[src/rtl/apc_consts.svh]
`ifndef APC_CONSTS_SVH
`define APC_CONSTS_SVH

// ==========================================================================
// register offsets and pages
`define APC_OFS_PAGE          8'h00
`define APC_OFS_CFG_ONE       8'h1e
`define APC_OFS_CFG_TWO       8'h1f
`define APC_OFS_CKSUM         8'h7e
`define APC_PAGE_ZERO         8'h00
`define APC_PAGE_ONE          8'h01

// ==========================================================================
// reset values
`define APC_RST_PAGE          8'h00
`define APC_RST_CFG_ONE       8'h20
`define APC_RST_CFG_TWO       8'h08
`define APC_RST_CKSUM         8'h00

// ==========================================================================
// field positions and masks
`define APC_POLICY_HI         7
`define APC_POLICY_LO         6
`define APC_CHAN_HI           5
`define APC_CHAN_LO           4
`define APC_CLKSRC_HI         3
`define APC_CLKSRC_LO         2
`define APC_RATE_HI           1
`define APC_RATE_LO           0
`define APC_SERIAL_DATA_OUTPUT_PIN_INT_BIT     6
`define APC_DET_REC_BIT       3
`define APC_CFG_TWO_WR_MASK   8'hd8

// ==========================================================================
// serial frame counts
`define APC_BITS_PER_BYTE     4'h8

`endif

[src/rtl/apc_pkg_dummy_guard.sv]
`timescale 1ns/1ps

[src/rtl/apc_pkg.sv]
package apc_pkg;

    // ======================================================================
    // serial control port states
    typedef enum logic [3:0] {
        APC_IDLE     = 4'b0000,
        APC_ADDR     = 4'b0001,
        APC_ACK_ADDR = 4'b0010,
        APC_REG      = 4'b0011,
        APC_ACK_REG  = 4'b0100,
        APC_WDATA    = 4'b0101,
        APC_ACK_W    = 4'b0110,
        APC_RDATA    = 4'b0111,
        APC_ACK_R    = 4'b1000
    } apc_state_t;

    // ======================================================================
    // converter power policy codes
    typedef enum logic [1:0] {
        APC_POL_USER       = 2'b00,
        APC_POL_EVENT      = 2'b01,
        APC_POL_EVENT_UP   = 2'b10,
        APC_POL_EVENT_DOWN = 2'b11
    } apc_policy_t;

    // ======================================================================
    // detector clock source codes
    typedef enum logic [1:0] {
        APC_CLK_OSC    = 2'b00,
        APC_CLK_BIT    = 2'b01,
        APC_CLK_MASTER = 2'b10,
        APC_CLK_CUSTOM = 2'b11
    } apc_clksrc_t;

endpackage

[src/rtl/apc_page_regs.sv]
`timescale 1ns/1ps
`include "apc_consts.svh"

module apc_page_regs
    import apc_pkg::*;
#(
    parameter logic [6:0] DEV_ADDR = 7'h4c  // arbitrary bus address
) (
    input  wire logic       clk_i,
    input  wire logic       rst_n_i,
    input  wire logic       scl_i,
    input  wire logic       sda_i,
    output logic            sda_o,
    output logic            sda_oe_n_o,
    input  wire logic       activity_detect_enable_i,
    input  wire logic       recording_active_i,
    input  wire logic       detector_event_i,
    input  wire logic       asi_data_i,
    output logic [1:0]      auto_power_policy_o,
    output logic            event_power_up_en_o,
    output logic            event_power_down_en_o,
    output logic [1:0]      monitored_channel_select_o,
    output logic [1:0]      detector_clock_source_o,
    output logic            use_custom_clock_o,
    output logic [1:0]      external_clock_rate_select_o,
    output logic            serial_out_interrupt_mode_o,
    output logic            detector_run_o,
    output logic            serial_data_output_pin_o,
    output logic [7:0]      current_page_o
);

    // ======================================================================
    // storage
    logic [7:0] page_r;
    logic [7:0] cfg_one_r;
    logic [7:0] cfg_two_r;
    logic [7:0] cksum_r;

    // ======================================================================
    // pin synchronisers and edge history
    logic       scl_s1_r;
    logic       scl_s2_r;
    logic       scl_d_r;
    logic       sda_s1_r;
    logic       sda_s2_r;
    logic       sda_d_r;
    logic       scl_rise;
    logic       scl_fall;
    logic       bus_start;
    logic       bus_stop;

    // the first stage is read only by the second, to keep metastability out
    always_ff @(posedge clk_i) begin
        if (!rst_n_i) begin
            scl_s1_r <= 1'b1;
            scl_s2_r <= 1'b1;
            scl_d_r  <= 1'b1;
            sda_s1_r <= 1'b1;
            sda_s2_r <= 1'b1;
            sda_d_r  <= 1'b1;
        end else begin
            scl_s1_r <= scl_i;
            scl_s2_r <= scl_s1_r;
            scl_d_r  <= scl_s2_r;
            sda_s1_r <= sda_i;
            sda_s2_r <= sda_s1_r;
            sda_d_r  <= sda_s2_r;
        end
    end

    // start and stop are data edges while the clock stays high
    assign scl_rise  = scl_s2_r & ~scl_d_r;
    assign scl_fall  = ~scl_s2_r & scl_d_r;
    assign bus_start = scl_s2_r & scl_d_r & sda_d_r & ~sda_s2_r;
    assign bus_stop  = scl_s2_r & scl_d_r & ~sda_d_r & sda_s2_r;

    // ======================================================================
    // serial control port
    apc_state_t state_r;
    logic [3:0] bit_cnt_r;
    logic [7:0] shift_r;
    logic [7:0] tx_r;
    logic [7:0] ptr_r;
    logic       rw_r;
    logic       sda_oe_n_r;
    logic       wr_stb;
    logic [7:0] rd_data;

    // a byte is complete on the falling edge after its eighth rising edge
    assign wr_stb = scl_fall && (state_r == APC_WDATA) &&
                    (bit_cnt_r == `APC_BITS_PER_BYTE);

    // read mux; unmapped locations answer zero
    always_comb begin
        rd_data = 8'h00;
        if (ptr_r == `APC_OFS_PAGE) begin
            rd_data = page_r;
        end else if (page_r == `APC_PAGE_ONE) begin
            if (ptr_r == `APC_OFS_CFG_ONE) begin
                rd_data = cfg_one_r;
            end else if (ptr_r == `APC_OFS_CFG_TWO) begin
                rd_data = cfg_two_r & `APC_CFG_TWO_WR_MASK;
            end
        end else if (page_r == `APC_PAGE_ZERO &&
                     ptr_r == `APC_OFS_CKSUM) begin
            rd_data = cksum_r;
        end
    end

    // sampling on the rising clock edge, driving on the falling one
    always_ff @(posedge clk_i) begin
        if (!rst_n_i) begin
            state_r    <= APC_IDLE;
            bit_cnt_r  <= 4'h0;
            shift_r    <= 8'h00;
            tx_r       <= 8'h00;
            ptr_r      <= 8'h00;
            rw_r       <= 1'b0;
            sda_oe_n_r <= 1'b1;
        end else if (bus_stop) begin
            state_r    <= APC_IDLE;
            sda_oe_n_r <= 1'b1;
        end else if (bus_start) begin
            state_r    <= APC_ADDR;
            bit_cnt_r  <= 4'h0;
            sda_oe_n_r <= 1'b1;
        end else if (scl_rise) begin
            case (state_r)
                APC_ADDR, APC_REG, APC_WDATA: begin
                    shift_r   <= {shift_r[6:0], sda_s2_r};
                    bit_cnt_r <= bit_cnt_r + 4'h1;
                end
                APC_RDATA: begin
                    bit_cnt_r <= bit_cnt_r + 4'h1;
                end
                APC_ACK_R: begin
                    // a not-acknowledge ends the read burst
                    if (sda_s2_r) begin
                        state_r <= APC_IDLE;
                    end
                end
                default: begin
                end
            endcase
        end else if (scl_fall) begin
            case (state_r)
                APC_ADDR: begin
                    if (bit_cnt_r == `APC_BITS_PER_BYTE) begin
                        if (shift_r[7:1] == DEV_ADDR) begin
                            rw_r       <= shift_r[0];
                            sda_oe_n_r <= 1'b0;
                            state_r    <= APC_ACK_ADDR;
                        end else begin
                            state_r    <= APC_IDLE;
                        end
                    end
                end
                APC_ACK_ADDR: begin
                    bit_cnt_r <= 4'h0;
                    if (rw_r) begin
                        tx_r       <= rd_data;
                        sda_oe_n_r <= rd_data[7];
                        state_r    <= APC_RDATA;
                    end else begin
                        sda_oe_n_r <= 1'b1;
                        state_r    <= APC_REG;
                    end
                end
                APC_REG: begin
                    if (bit_cnt_r == `APC_BITS_PER_BYTE) begin
                        ptr_r      <= shift_r;
                        sda_oe_n_r <= 1'b0;
                        state_r    <= APC_ACK_REG;
                    end
                end
                APC_ACK_REG, APC_ACK_W: begin
                    bit_cnt_r  <= 4'h0;
                    sda_oe_n_r <= 1'b1;
                    state_r    <= APC_WDATA;
                end
                APC_WDATA: begin
                    if (bit_cnt_r == `APC_BITS_PER_BYTE) begin
                        ptr_r      <= ptr_r + 8'h01;
                        sda_oe_n_r <= 1'b0;
                        state_r    <= APC_ACK_W;
                    end
                end
                APC_RDATA: begin
                    if (bit_cnt_r == `APC_BITS_PER_BYTE) begin
                        ptr_r      <= ptr_r + 8'h01;
                        sda_oe_n_r <= 1'b1;
                        state_r    <= APC_ACK_R;
                    end else begin
                        sda_oe_n_r <= tx_r[3'h7 - bit_cnt_r[2:0]];
                    end
                end
                APC_ACK_R: begin
                    // acknowledged: next byte from the advanced pointer
                    bit_cnt_r  <= 4'h0;
                    tx_r       <= rd_data;
                    sda_oe_n_r <= rd_data[7];
                    state_r    <= APC_RDATA;
                end
                default: begin
                    sda_oe_n_r <= 1'b1;
                end
            endcase
        end
    end

    // ======================================================================
    // register writes
    // page select lives at offset zero whatever page is current
    always_ff @(posedge clk_i) begin
        if (!rst_n_i) begin
            page_r <= `APC_RST_PAGE;
        end else if (wr_stb && ptr_r == `APC_OFS_PAGE) begin
            page_r <= shift_r;
        end
    end

    // other page-1 offsets are not stored; writes there are dropped
    always_ff @(posedge clk_i) begin
        if (!rst_n_i) begin
            cfg_one_r <= `APC_RST_CFG_ONE;
        end else if (wr_stb && page_r == `APC_PAGE_ONE &&
                     ptr_r == `APC_OFS_CFG_ONE) begin
            cfg_one_r <= shift_r;
        end
    end

    // read-only bits are masked at write so they never leave zero
    always_ff @(posedge clk_i) begin
        if (!rst_n_i) begin
            cfg_two_r <= `APC_RST_CFG_TWO;
        end else if (wr_stb && page_r == `APC_PAGE_ONE &&
                     ptr_r == `APC_OFS_CFG_TWO) begin
            cfg_two_r <= shift_r & `APC_CFG_TWO_WR_MASK;
        end
    end

    // running byte sum; cheap, but only catches errors that do not cancel
    always_ff @(posedge clk_i) begin
        if (!rst_n_i) begin
            cksum_r <= `APC_RST_CKSUM;
        end else if (wr_stb) begin
            if (page_r == `APC_PAGE_ZERO && ptr_r == `APC_OFS_CKSUM) begin
                cksum_r <= shift_r;
            end else begin
                cksum_r <= cksum_r + shift_r;
            end
        end
    end

    // ======================================================================
    // decoded controls toward the detector and converters
    apc_policy_t policy;
    apc_clksrc_t clock_source_config;
    logic        int_mode;
    assign policy   = apc_policy_t'(cfg_one_r[`APC_POLICY_HI:`APC_POLICY_LO]);
    assign clock_source_config  = apc_clksrc_t'(cfg_one_r[`APC_CLKSRC_HI:`APC_CLKSRC_LO]);
    assign int_mode = cfg_two_r[`APC_SERIAL_DATA_OUTPUT_PIN_INT_BIT] & ~recording_active_i;

    // all controls are registered so outputs leave straight from flops
    always_ff @(posedge clk_i) begin
        if (!rst_n_i) begin
            auto_power_policy_o          <= 2'h0;
            event_power_up_en_o          <= 1'b0;
            event_power_down_en_o        <= 1'b0;
            monitored_channel_select_o   <= 2'h2;
            detector_clock_source_o      <= 2'h0;
            use_custom_clock_o           <= 1'b0;
            external_clock_rate_select_o <= 2'h0;
        end else begin
            auto_power_policy_o   <= policy;
            event_power_up_en_o   <= (policy == APC_POL_EVENT) ||
                                     (policy == APC_POL_EVENT_UP);
            event_power_down_en_o <= (policy == APC_POL_EVENT) ||
                                     (policy == APC_POL_EVENT_DOWN);
            monitored_channel_select_o <=
                cfg_one_r[`APC_CHAN_HI:`APC_CHAN_LO];
            detector_clock_source_o <= clock_source_config;
            use_custom_clock_o <= (clock_source_config == APC_CLK_CUSTOM);
            external_clock_rate_select_o <=
                cfg_one_r[`APC_RATE_HI:`APC_RATE_LO];
        end
    end

    // detection gating and the shared serial data pin
    always_ff @(posedge clk_i) begin
        if (!rst_n_i) begin
            detector_run_o              <= 1'b0;
            serial_out_interrupt_mode_o <= 1'b0;
            serial_data_output_pin_o    <= 1'b0;
        end else begin
            detector_run_o <= activity_detect_enable_i &&
                              (!recording_active_i ||
                               cfg_two_r[`APC_DET_REC_BIT]);
            serial_out_interrupt_mode_o <= int_mode;
            serial_data_output_pin_o <= int_mode ? detector_event_i
                                                 : asi_data_i;
        end
    end

    // ======================================================================
    // bus pin and page outputs
    always_ff @(posedge clk_i) begin
        if (!rst_n_i) begin
            sda_o          <= 1'b0;
            current_page_o <= `APC_RST_PAGE;
        end else begin
            sda_o          <= 1'b0;    // open drain: only ever pulls low
            current_page_o <= page_r;
        end
    end

    assign sda_oe_n_o = sda_oe_n_r;

endmodule // apc_page_regs

[config.mk]
export PLATFORM = sky130hd
export DESIGN_NAME = apc_page_regs
export DESIGN_NICKNAME = d
export VERILOG_FILES = /design/src/rtl/apc_pkg_dummy_guard.sv /design/src/rtl/apc_pkg.sv /design/src/rtl/apc_page_regs.sv
export VERILOG_INCLUDE_DIRS = /design/src /design/src/rtl
export SDC_FILE = /design/constraint.sdc
export NUM_CORES = 1
export LEC_CHECK = 0
export BUFFER_PORTS_ARGS = -buffer_cell sky130_fd_sc_hd__buf_4
export CORE_ASPECT_RATIO = 0.9
export CORE_MARGIN = 1
export CORE_UTILIZATION = 50
export DETAILED_ROUTE_END_ITERATION = 10
export HOLD_SLACK_MARGIN = 0.03
export PLACE_DENSITY = 0.68
export SLEW_MARGIN = 10
export SYNTH_ARGS = -nofsm -noshare
export SYNTH_HDL_FRONTEND = slang
export SYNTH_SLANG_ARGS = --single-unit
[constraint.sdc]
create_clock -name clk_i -period 2.2 [get_ports clk_i]
set_input_delay 0.11 -clock clk_i [delete_from_list [all_inputs] [get_ports clk_i]]
set_output_delay 0.11 -clock clk_i [all_outputs]
set_load 0.01 [all_outputs]
# Yosys cells after proc, flatten, opt, wreduce, memory -nomap -nowiden
# Index checks and enable logic that the tools add are counted.
classes:
  add_sub_neg: 4
  multipliers: 0
  div: 0
  n_lt_le_gt_ge: 1
  eq_ne: 37
  shift: 0
  n_mux: 37
  n_bitwise: 17
  reduce_logical: 37
op_table:
  columns: ["operator", "n"]
  rows:
  - ["8-bit 2-to-1 mux", 9]
  - ["4-bit 2-to-1 mux", 13]
  - ["8-bit case mux with 2 select lines", 2]
  - ["4-bit case mux with 7 select lines", 1]
  - ["4-bit by 3-bit == test with 1-bit output, second input constant", 4]
  - ["8-bit by 5-bit == test with 1-bit output, second input constant", 2]
  - ["8-bit logical NOT", 2]
  - ["8-bit AND reduction", 2]
  - ["7-bit AND reduction", 2]
  - ["4-bit inequality test, second input constant", 3]
  - ["2-bit inequality test, second input constant", 5]
  - ["3-bit by 2-bit inequality test with 1-bit output, second input constant", 3]
  - ["3-bit inequality test, second input constant", 3]
  - ["1-bit inverter", 9]
  - ["8-bit by 1-bit adder with 8-bit output, second input constant", 1]
  - ["8-bit adder", 1]
  - ["1-bit AND", 8]
  - ["4-bit by 2-bit == test with 1-bit output, second input constant", 2]
  - ["4-bit == test, second input constant", 2]
  - ["8-bit by 1-bit == test with 1-bit output, second input constant", 1]
  - ["8-bit by 7-bit == test with 1-bit output, second input constant", 1]
  - ["1-bit logical AND", 8]
  - ["1-bit 2-to-1 mux", 8]
  - ["4-bit AND reduction", 2]
  - ["25 further kinds", 39]
totals:
  regBits: 90
  latchBits: 0
  ramBits: 0
  rom_bits: 0
  in_bits: 8
  out_inout_bits: 24
  wordCells: 162
  mem_count: 0

# Depth between registers and ports, before layout
# Gate-level depths: netlist of the first run.
depth:
  word_depth: 7
  mapped_depth: 9
  ltp_nobuf: 9

# Least setup slack after synthesis of the first run
# Ideal clock, no wire load.
synth_path:
  kind: "flip-flop to flip-flop"
  from: "register ptr_r[0]"
  to: "register cksum_r[7]"
  setup_time_ns: 0.120
  arrival_ns: 1.918
  required_time_ns: 2.080
  setup_slack_ns: 0.163
  stages_incl_launch_ff: 10
  synth_period_minus_slack_ns: 2.037
  path_cell_list: "dfxtp_1 -> inv_1 -> ha_1 -> clkbuf_1 -> nor4b_1 -> and2_1 -> buf_4 -> or3_1 -> mux2i_1 -> o31a_1"
synth_via:
  elab_chain_cells: 3
synth_lines:
  columns: ["item", "line_no", "source"]
  rows:
  - ["start: declaration", "apc_page_regs.sv:83", "logic [7:0] ptr_r;"]
  - ["start signal: assignment", "apc_page_regs.sv:171", "ptr_r <= shift_r;"]
  - ["start signal: assignment", "apc_page_regs.sv:183", "ptr_r <= ptr_r + 8'h01;"]
  - ["start signal: assignment", "apc_page_regs.sv:190", "ptr_r <= ptr_r + 8'h01;"]
  - ["8-bit by 7-bit == test with 1-bit output (no source line)", null, null]
  - ["1-bit logical AND (no source line)", null, null]
  - ["8-bit 2-to-1 mux", "apc_page_regs.sv:247", "if (page_r == `APC_PAGE_ZERO && ptr_r == `APC_OFS_CKSUM) begin"]
  - ["end signal: assignment", "apc_page_regs.sv:245", "cksum_r <= `APC_RST_CKSUM;"]
  - ["end signal: assignment", "apc_page_regs.sv:248", "cksum_r <= shift_r;"]
  - ["end signal: assignment", "apc_page_regs.sv:250", "cksum_r <= cksum_r + shift_r;"]
  - ["end: declaration", "apc_page_regs.sv:37", "logic [7:0] cksum_r;"]
# Every way passes these cells.
# A chain may end at the register's enable or synchronous reset.

# Worst setup path after layout of the first run
layout_path:
  from: "register scl_d_r"
  to: "register cksum_r[7]"
layout_via:
  elab_chain_cells: 3
layout_lines:
  columns: ["item", "line_no", "source"]
  rows:
  - ["start: declaration", "apc_page_regs.sv:43", "logic scl_d_r;"]
  - ["start signal: assignment", "apc_page_regs.sv:64", "scl_d_r <= scl_s2_r;"]
  - ["1-bit AND", "apc_page_regs.sv:73", "assign scl_fall = ~scl_s2_r & scl_d_r;"]
  - ["1-bit logical AND (2 in a row)", "apc_page_regs.sv:90", "assign wr_stb = scl_fall && (state_r == APC_WDATA) &&"]
# Every way passes these cells.

==> results of run 1 <==
## state kept, by name (all words and copies together) (netlist names), 2 cells and up
name,cells
state_r,4
external_clock_rate_select_o,2
page_r,8
bit_cnt_r,4
cfg_two_r,4
current_page_o,8
detector_clock_source_o,2
tx_r,8
auto_power_policy_o,2
monitored_channel_select_o,2
cfg_one_r,8
cksum_r,8
shift_r,8
ptr_r,8
## layer usage
metal / track usage (%) / share of wire, %
met4: 8.21 / 1.4
met5: 0 / 0
met1: 36.5 / 47
met2: 36.6 / 44
met3: 6.48 / 7.3
## how the worst max path moves through the flow
stage                     startpoint          to  slack, ns  depth (start not counted)
after floorplan             ptr_r[0]  cksum_r[7]       0.16                          9
after global placement      scl_s2_r  cksum_r[7]       0.16                          7
after detailed placement    scl_s2_r  cksum_r[7]       0.08                          7
after CTS                   scl_s2_r  cksum_r[7]       0.05                          7
after global routing         scl_d_r  cksum_r[7]    -0.0007                          6
final                        scl_d_r  cksum_r[7]       0.09                          6
## cells by family after synthesis
family,Yosys count,synth area share [%]
AOI/OAI and AO/OA,109,15.5
xor gates and xnor gates,6,1.16
adders and majority gates,20,5.69
buffers and inverters,54,5.06
DFF,90,39.8
muxes,30,7.21
other,1,0.0828
and+or+nand+nor,227,25.5
## power by group through the flow
stage / sequential (mW) / clock, mW / combinational, mW
after global placement: 1.68 / 0 / 0.0971
after CTS: 1.64 / 1.05 / 0.108
after global routing: 1.65 / 1.12 / 0.122
after detailed placement: 1.68 / 0 / 0.0989
after floorplan: 1.68 / 0 / 0.0646
final: 1.64 / 1.01 / 0.110
## critical path, cell delays in order (launching register included)
cell and delay [ns]:
sky130_fd_sc_hd__dfxtp_1 0.40, sky130_fd_sc_hd__ha_2 0.22, sky130_fd_sc_hd__inv_1 0.06, sky130_fd_sc_hd__or4_4 0.56, sky130_fd_sc_hd__or4_1 0.50, sky130_fd_sc_hd__mux2i_1 0.17
sky130_fd_sc_hd__o31a_1 0.15
## final cells by class
cell class | count | share of cell area (%)
Multi-Input combinational cell | 393 | 47.8
Sequential cell | 90 | 34.2
Timing Repair Buffer | 70 | 10.5
Tap cell | 119 | 2.82
Clock buffer | 11 | 2.49
Inverter | 20 | 1.42
Clock inverter | 5 | 0.759
## metrics by stage
stage | cells | hold slack, ns | util (%) | setup TNS [ns]
detailed placement | 686 | 0.298 | 57.7 | 0
global placement | 686 | 0.295 | 57.7 | 0
CTS | 708 | 0.106 | 60.4 | 0
finish | 708 | 0.125 | 60.7 | 0
global route | 708 | 0.131 | 60.7 | -0.000734
floorplan | 537 | 0.201 | - | 0
## cell usage after synthesis, drive strengths merged (2+ instances only)
library cell  count  area [sq um]
nor4b             3          32.5
or4               3          30.0
a22o              2          17.5
or3               5          31.3
nor2             60           228
o21ai            26           130
mux2i            27           270
dfxtp            90          1800
xnor2             3          26.3
a222oi            2          20.0
o311ai            2          17.5
o22ai             2          12.5
a32oi             3          26.3
a21oi            33           176
nand2            66           248
nand2b            9          56.3
a22oi             6          45.0
and2             20           125
clkbuf           19          71.3
xor2              3          26.3
a31oi             6          37.5
and3              5          31.3
a211oi            6          45.0
o211ai            4          30.0
nand3b            2          40.0
inv              20          75.1
a311oi            5          43.8
nor4              3          25.0
mux4              2          45.0
nor3             16          96.4
nor2b             3          18.8
nand4             2          12.5
nand3            22           110
ha               19           238
buf              15          82.6
o21a              2          15.0
## repair_timing
item / CTS / global route
hold buffers: 6 / 0
resized for setup: 0 / 9
setup endpoints to repair: 0 / 7
hold endpoints to repair: 4 / 0
==> summary by stage, run 1 <==
Min path
The class of the tightest hold or removal check is input pin to flop. The path with the worst hold slack has its endpoint at scl_d_r. The startpoint identified for the worst hold timing path is rst_n_i. The worst hold path was traced through 2 stages.

Worst setup path
Of all nets on the critical path, the largest fanout is 5. STA puts the critical path data arrival time at 2.43 ns. The startpoint identified for the worst register-to-register timing path is scl_d_r. STA classifies the critical path startpoint as a flop. The worst reg-to-reg path cell count is 6. The required time reported for the critical path endpoint is 2.52 ns.

In this run the register-to-register setup slack is 0.09 ns. The critical path is of the flop to flop type. The worst setup path is captured at a flop.

In this run the critical register-to-register path is captured at cksum_r[7].

Finish
With fillers left out, the area of the finished cells amounts to 5270 sq um. The final net count is 612. The library cells used most frequently in the layout, excluding fill and tap cells, are 87 x sky130_fd_sc_hd__dfxtp_1, 66 x sky130_fd_sc_hd__nand2_1, 63 x sky130_fd_sc_hd__buf_4, 59 x sky130_fd_sc_hd__nor2_1, 30 x sky130_fd_sc_hd__a21oi_1. The number of antenna diodes in the final layout is 0. The fill cell total of the finished layout is 784. The total area of multi-input combinational cells is 2520 sq um. The sequential cell area is 1810 sq um. The most common library cell in the layout ignoring fill and taps is sky130_fd_sc_hd__dfxtp_1. Compared with the post-synthesis result, the final layout area differs by 16.5%. The post-route netlist has 17.7% of its cells at a drive strength greater than 1.

Route
The detailed-route vias per instance is 5.69. The remaining antenna violation count is 0. The average wire per cell in the routed design is 15.6 microns. The detailed-route DRC error count is 0. For this block, the initial DRC count from the detailed router was 203.

The pre-antenna-repair detailed-routing pass consisted of 5 iterations. The total routed wirelength is 11.1 mm. Detailed routing inserted a total of 4031 vias.

Power
The switching power share of the total is 24.3%. The fraction of power consumed by sequential logic is 59.4%. The leakage component of the power is 2.09 nW. Power spread over the standard cell area amounts to 525 nW/um^2. Summing internal, switching and leakage power gives 2.77 mW.

The clock network is responsible for 36.6% of the overall power. The worst vdd rail ir drop is 0.000463 V. In this run the power spent charging and discharging nets is 673 uW.

The combinational fraction of design power is 4.0%. The design internal power is 2.10 mW.

Die
The initial utilization of the core area, before any placement, comes to 52.1%. Measured along the x axis, the die boundary spans 102 microns. The row count is 32. During I/O placement, the number of pins put on the boundary was 32.

The region available for standard cell placement spans 8690 sq um. The overall die height is 92.3 microns. The total die area is 9440 sq um.

STA
The final-report hold violation count was 0. The maximum clock frequency is 473 MHz. The final setup skew is 0.0114 ns. The setup slack after layout is 0.0861 ns.

The worst slew slack as a fraction of its limit is 63.6%. The final setup violation count is 0. The number of slew-limit violations in the final report is 0.

The final period demand of the worst path is 2.11 ns. The transition time of the tightest slew-check pin is 0.546 ns. Of the available clock period, the critical path in the final layout requires 96.1%.

Logic synthesis
The sequential share of the synthesized area is 39.8%. In the synthesized netlist the dominant register cell turns out to be sky130_fd_sc_hd__dfxtp_1. The count of state elements after synthesis is 90. The count of flip-flops with a built-in enable after synthesis is 0.

The combined area of all synthesized cells is 4530 sq um. The net count after synthesis is 565. Synthesis handed over a netlist of 537 instances.

For this run, the number of Yosys warnings is 0. In the synthesized netlist the async set-or-reset flop fraction comes to 0%. The average cell area after synthesis is 8.43 sq um.

Counting distinct cell types in the post-synthesis netlist gives 67.

Global route
The total overflow left after global routing is 0. The largest net degree at the start of global routing is 48. The global-route usage over all layers is 25.4%. The number of antenna violations at the first check in global routing is 0. The number of global-route vias before repair was 3746.

The first global-routing pass estimated 18.3 mm of wire.

Clocking
For the worst-skew pair, the clock arrives at the later sink with an insertion delay of 0.37 ns. In this run the number of H-tree levels came out at 3. In this run the deepest clock path goes through 2 buffers. The root buffer selected by CTS is sky130_fd_sc_hd__clkbuf_8. The clock-pin transition on the worst setup and hold timing paths is 0.09 ns. The TritonCTS clock tree is built.

The number of clock sinks is 90. The number of setup buffers added after CTS is 0. The number of buffers created by CTS is 9.

Place
Summed over all nets, the half-perimeter wirelength after detailed placement is 7.94 mm. The final weighted congestion in routability-driven placement is 0.915. The instance area after placement is 5020 sq um.

The worst setup slack before clock tree synthesis is 0.0783 ns. Buffers placed on the I/O ports in this run total 30.

Run
The max-capacitance violation count is 0.

Run status
The flow ran to the end, and the final reports show no timing, DRC or antenna violations.
Power figures use the tool's default switching activity.
==> run 2: changes to the inputs <==
- CTS_BUF_LIST: unset -> sky130_fd_sc_hd__clkbuf_4
- clock period: 2.2 -> 2 ns (I/O delays scaled with it)
==> run 2 against run 1 <==
Final area up 4.6%. Power up 9.9%. Setup slack worse by 0.074 ns. Clock-buffer cell count down 2. Worst hold slack better by 0.23 ns. Clock power up 9%. Sequential share of layout area down 1.4 points. Final cell count up 3.5%. Critical path depth up 1. Largest cell class unchanged. Largest power group unchanged.
==> summary by stage, run 2 (synthesized netlist as in run 1, its figures left out) <==
Place
In this run the tool buffered the top-level ports with 30 buffer cells. The final weighted congestion in routability-driven placement is 0.925. The instance area after placement is 5170 sq um.

Detailed placement finished with a half-perimeter wire length of 8.75 mm.

Clocking
The clock-pin transition on the worst setup and hold timing paths is 0.16 ns. The clock reaches the later pin of the worst-skew pair after 0.47 ns. The maximum root-to-sink buffer count is 2. The root buffer selected by CTS is sky130_fd_sc_hd__clkbuf_4. In this run, CTS created clock tree buffers numbering 9. The H-tree generated during clock tree synthesis spans 3 levels. The number of clock sinks is 90. TritonCTS built the clock tree.

Route
The detailed-router iteration count before antenna repair is 6. The remaining antenna violation count is 0. In the final routed layout, each cell accounts on average for 16.6 microns. The number of DRC markers in iteration 0 is 253. Dividing the detail-routed via count by the number of cells gives 5.64. The total vias in the final route is 4135.

After detailed routing, the number of remaining DRC violations is 0. The total routed wirelength is 12.2 mm.

Worst setup path
The element type at the critical path start is a flop. The number of cells on the worst reg-to-reg path is 7. The worst setup path is captured at a flop. Across all register-to-register paths, the minimum setup slack is 0.01 ns. The start-to-end type of the worst setup path is flop to flop. In this run the critical register-to-register path is captured at cksum_r[7]. The arrival time at the worst endpoint is 2.41 ns.

The required time reported for the critical path endpoint is 2.42 ns. The startpoint identified for the worst register-to-register timing path is bit_cnt_r[1]. The biggest fanout along the worst timing path is 4.

STA
Dividing the final minimum period by the clock period gives 99.4%. The final-report hold violation count is 0. For the final database, setup skew stands at 0.0178 ns. The maximum clock frequency is 503 MHz. Setup violations remaining at the end of the flow were counted as 0. At the pin with the least slew margin, the transition time is 0.569 ns. The post-route setup TNS is 0 ns.

The final period demand of the worst path is 1.99 ns. Setup repair after global routing could not meet its margin everywhere. In this run the tightest slew margin relative to its limit is 61.7%. The number of slew-limit violations in the final report is 0.

Min path
The worst hold path begins at sda_i. The worst min-delay path endpoint is sda_s1_r. The worst hold path was traced through 3 stages.

In this run the worst hold path is classified as input pin to flop.

Global route
Global routing finished with a remaining overflow of 0. Entering global routing, the biggest net connects 34 pins. The first global-routing pass estimated 20.0 mm of wire. Global routing used 27.9% of the available tracks across all layers. The number of global-route vias before repair was 3968.

The number of antenna violations at the first check in global routing is 0.

Run
The tool flagged a number of max-cap violations equal to 0.

Finish
The final net count is 637. The library cell used most frequently in the layout, excluding fill and tap cells, is sky130_fd_sc_hd__buf_4. The number of diodes added for antenna fixing is 0.

In the final layout, the share of cells above drive strength 1 is 24.1%. Relative to the synthesized area, the layout overhead comes to 21.8%. With fillers left out, the area of the finished cells amounts to 5520 sq um.

The library cells used most frequently in the layout, excluding fill and tap cells, are 87 x sky130_fd_sc_hd__buf_4, 83 x sky130_fd_sc_hd__dfxtp_1, 65 x sky130_fd_sc_hd__nand2_1, 59 x sky130_fd_sc_hd__nor2_1, 29 x sky130_fd_sc_hd__a21oi_1.

Die
The overall die height is 92.3 microns. From left edge to right edge, the die measures 102 microns. The total die area is 9440 sq um. The placeable core region is 8690 sq um. 32 I/O pins were placed. Once the floorplan was initialized, standard cells occupied 52.1% of the core. The row count is 32.

Power
The leakage component of the power is 2.23 nW. The worst vdd rail ir drop is 0.000524 V. The cell area power density is 551 nW/um^2.

Run status
The run finished with clean final reports.
==> run 2: cell types whose count changed in the layout (fill, tap and decap cells not counted), moves of 3 or more <==
cell	delta
sky130_fd_sc_hd__clkbuf_4	+9
sky130_fd_sc_hd__inv_6	+3
sky130_fd_sc_hd__clkinvlp_4	-3
sky130_fd_sc_hd__buf_4	+24
sky130_fd_sc_hd__clkbuf_8	-9
sky130_fd_sc_hd__dfxtp_1	-4
sky130_fd_sc_hd__dfxtp_2	+4
==> run 2: timing repair <==
action / 4_1_cts / 5_1_grt
hold buffers: 7 / 0
setup buffers: 1 / 3
setup endpoints to repair: 5 / 21
resized for setup: 12 / 17
pin swaps: 4 / 8
hold endpoints to repair: 13 / 0
==> run 2: critical path, cell delays in order, from the launching register on <==
cell                       delay (ns)
sky130_fd_sc_hd__dfxtp_2         0.36
sky130_fd_sc_hd__inv_2           0.06
sky130_fd_sc_hd__ha_4            0.14
sky130_fd_sc_hd__nand3b_4        0.10
sky130_fd_sc_hd__or4_4           0.56
sky130_fd_sc_hd__or4_1           0.41
sky130_fd_sc_hd__mux2i_1         0.15
sky130_fd_sc_hd__o31a_1          0.15
==> run 2: how the worst max path moves through the flow <==
stage | startpoint | to
2_1_floorplan | bit_cnt_r[0] | cksum_r[7]
3_3_place_gp | bit_cnt_r[0] | cksum_r[7]
3_5_place_dp | cksum_r[0] | cksum_r[6]
4_1_cts | scl_d_r | bit_cnt_r[0]
5_1_grt | scl_d_r | bit_cnt_r[0]
6_report | bit_cnt_r[1] | cksum_r[7]
==> run 2: through the flow <==
| stage | power, mW | util (%) | worst slack, ns | cells | hold WS (ns) |
|---|---|---|---|---|---|
| 5_1_grt | 3.16 | 63.5 | -0.101 | 733 | 0.329 |
| 4_1_cts | 3.06 | 62.5 | 0.00329 | 730 | 0.338 |
| 6_report | 3.04 | 63.5 | 0.0118 | 733 | 0.357 |
| 3_5_place_dp | 1.96 | 59.6 | -0.0324 | 706 | 0.292 |
| 3_3_place_gp | 1.96 | 59.6 | 0.0323 | 706 | 0.287 |
| 2_1_floorplan | 1.92 | - | 0.00360 | 537 | 0.191 |
==> run 2: power breakdown <==
part | internal [mW] | switching [mW] | total (mW)
clock | 0.406 | 0.693 | 1.10
combinational | 0.0544 | 0.0796 | 0.134
sequential | 1.80 | 0.00695 | 1.81
total | 2.26 | 0.779 | 3.04
==> run 2: area by class of cell <==
class                   count  area, sq um
clock inverters             7         81.3
multi-input cells         393         2590
fillers                   789         3170
clock buffers               9         67.6
inverters                  20         75.1
flip-flops and latches     90         1810
well taps                 119          149
repair buffers             95          743
==> run 2: layer usage <==
layer | GRT usage [%] | vias up | share of wire (%)
met4 | 11.5 | 0 | 3.0
met2 | 42.9 | 141 | 45
met3 | 7.16 | 37 | 6.3
met1 | 36.8 | 1939 | 45
met5 | 0 | - | 0
li1 | - | 2018 | -
==> run 3: changes to the inputs <==
- PLACE_DENSITY: 0.68 -> 0.71
- clock period: 2 -> 1.7 ns (I/O delays scaled with it)
==> run 3 against run 2 <==
The flow now finishes with violations (setup timing). Core utilization grew 14 points. Clock-buffer cell count rose by 1. Flip-flop and latch count is the same. Maximum frequency fell by 2.1%. Global-route usage increased by 1.7 points. Critical path type unchanged. Critical endpoint unchanged. Largest cell class unchanged.
==> summary by stage, run 3 (synthesized netlist as in run 1, its figures left out) <==
Run status
The run finished, with violations left. The final reports fail on setup timing.

Die
The placeable core region is 8690 sq um. The overall die height is 92.3 microns. The initial cell density of the core is 52.1%. The number of top-level pins is 32. The total die area is 9440 sq um.

The row count is 32. The width of the chip is 102 microns.

Finish
The layout overhead on the synthesized area is 48.4%. The number of diodes added for antenna fixing is 0. The most common library cell in the layout ignoring fill and taps is sky130_fd_sc_hd__buf_4. In the layout the commonest cells are 134 x sky130_fd_sc_hd__buf_4, 71 x sky130_fd_sc_hd__dfxtp_1, 55 x sky130_fd_sc_hd__nor2_1, 46 x sky130_fd_sc_hd__nand2_1, 27 x sky130_fd_sc_hd__mux2i_1. At the end of the flow, the number of nets in the layout was 713. The final instance area is 6720 sq um. The post-route netlist has 45.4% of its cells at a drive strength greater than 1. The final core utilization is 77.4%.

STA
The final-report hold violation count is 0. The number of slew-limit violations in the final report is 0. Across all setup checks in the final design, the least slack found is -0.330 ns. For the final routed database, the setup TNS stands at -8.74 ns. Setup repair after global routing could not meet its margin everywhere.

The final setup violation count is 52. The clock arrives with 0.0276 ns of skew. Static timing analysis puts the maximum clock frequency at 493 MHz.

The final period demand of the worst path is 2.03 ns. The final cycle utilization of the critical path is 119%.

Clocking
CTS placed an instance of sky130_fd_sc_hd__clkbuf_4 at the clock tree root. After clock tree synthesis, the clock-pin slew on the worst setup and hold paths is 0.15 ns. The maximum root-to-sink buffer count is 2.

The number of buffers created by CTS is 9. The clock network latency to the later pin of the worst-skew pair is 0.46 ns. CTS saw 90 sinks. The maximum level of the CTS H-tree is 3. The TritonCTS clock tree is built.

Place
The number of buffers added on ports is 30. The final weighted congestion in routability-driven placement is 0.906. The half-perimeter wire length of the detailed placement result is 9.34 mm. Once placement finished, the instance area stood at 5660 sq um.

Power
The cell area power density is 540 nW/um^2. IR analysis of the VDD net gives a maximum drop of 0.000519 V. The leakage component of the power is 2.76 nW. The total power draw is 3.63 mW.

Route
The average wire per cell in the routed design is 18.8 microns. In the routed design, unresolved DRC markers number 0. The detailed-route vias per instance is 5.89. The remaining antenna violation count is 0. The number of DRC markers in iteration 0 is 506. For this block, the routed nets add up to 15.2 mm of wire.

The detailed-router iteration count before antenna repair is 6. The total vias in the final route is 4762.

Global route
The number of global-route vias before repair is 4352. Across every metal layer, demand over resource in global routing totals 29.6%. The number of antenna violations at the first check in global routing came to 0.

Entering global routing, the biggest net connects 31 pins. The total congestion overflow is 0. The first global-routing pass estimated 21.3 mm of wire.

Worst setup path
Walking the worst path, the cells encountered are inv_4, ha_4, inv_2, or4_4, or4_1, mux2i_1, o31a_1. The worst setup path is launched from a flop. The biggest fanout along the worst timing path is 3. STA classifies the critical path endpoint as a flop. At the worst endpoint, the arrival time is 2.42 ns. The largest individual stage delay along the critical path comes from the cell sky130_fd_sc_hd__or4_4.

The required time reported for the critical path endpoint is 2.09 ns. The number of cells on the worst reg-to-reg path is 7. The setup check on the worst reg-to-reg path leaves a slack of -0.33 ns. The critical path in this run is classified as flop to flop. For this run, the slowest stage of the critical path takes 0.49 ns.

Min path
The worst hold path was traced through 4 stages. The class of the tightest hold or removal check is input pin to flop.

Run
The max-capacitance violation count is 0.
## run 3: metal layers
layer | global-route usage (%) | vias to the layer above | wire length [microns]
met2 | 48.3 | 253 | 7230
met4 | 10.1 | 0 | 668
met5 | 0 | - | 0
met1 | 37.9 | 2271 | 6090
met3 | 7.01 | 60 | 1210
li1 | - | 2178 | -
## run 3: cell type report
class,instances,area (sq um)
timing repair buffer,171,1420
inverter,20,80.1
tap,119,149
sequential,90,1850
clock buffer,10,75.1
fill,546,1970
multi-input combinational,393,3070
clock inverter,6,75.1
## run 3: power breakdown
| part | leakage [nW] | switching (mW) | total [mW] | internal (mW) |
|---|---|---|---|---|
| registers | 0.737 | 0.0101 | 2.12 | 2.11 |
| logic | 1.95 | 0.127 | 0.230 | 0.103 |
| clock network | 0.0791 | 0.793 | 1.28 | 0.486 |
## run 3: final timing paths
| check | startpoint | end |
|---|---|---|
| setup / recovery | scl_s2_r | cksum_r[7] |
| hold / removal | detector_event_i | serial_data_output_pin_o |
| setup reg to reg | scl_s2_r | cksum_r[7] |
| hold reg to reg | sda_s1_r | sda_s2_r |
## run 3: critical path, delay by kind of cell, from the launching register on
kind                     cells  cell delay, ns
flip-flops                   1            0.40
AND/OR/NAND/NOR              2            0.96
multiplexers                 1            0.19
adder cells (fa/ha/maj)      1            0.14
AO/OA/AOI/OAI                1            0.17
buffers and inverters        2            0.11
## run 3: repair_timing
item | 4_1_cts | 5_1_grt
cloned | 0 | 1
hold buffers | 9 | 0
setup endpoints to repair | 61 | 62
buffers inserted | 11 | 22
endpoints found under the hold margin | 15 | 0
pin swaps | 36 | 41
gates resized for setup | 62 | 87
## run 3: metrics by stage
stage | hold slack [ns] | instances | setup WS (ns)
3_3_place_gp | 0.268 | 753 | -0.172
5_1_grt | 0.434 | 809 | -0.350
6_report | 0.418 | 809 | -0.330
3_5_place_dp | 0.280 | 753 | -0.262
4_1_cts | 0.386 | 789 | -0.232
2_1_floorplan | 0.176 | 537 | -0.183
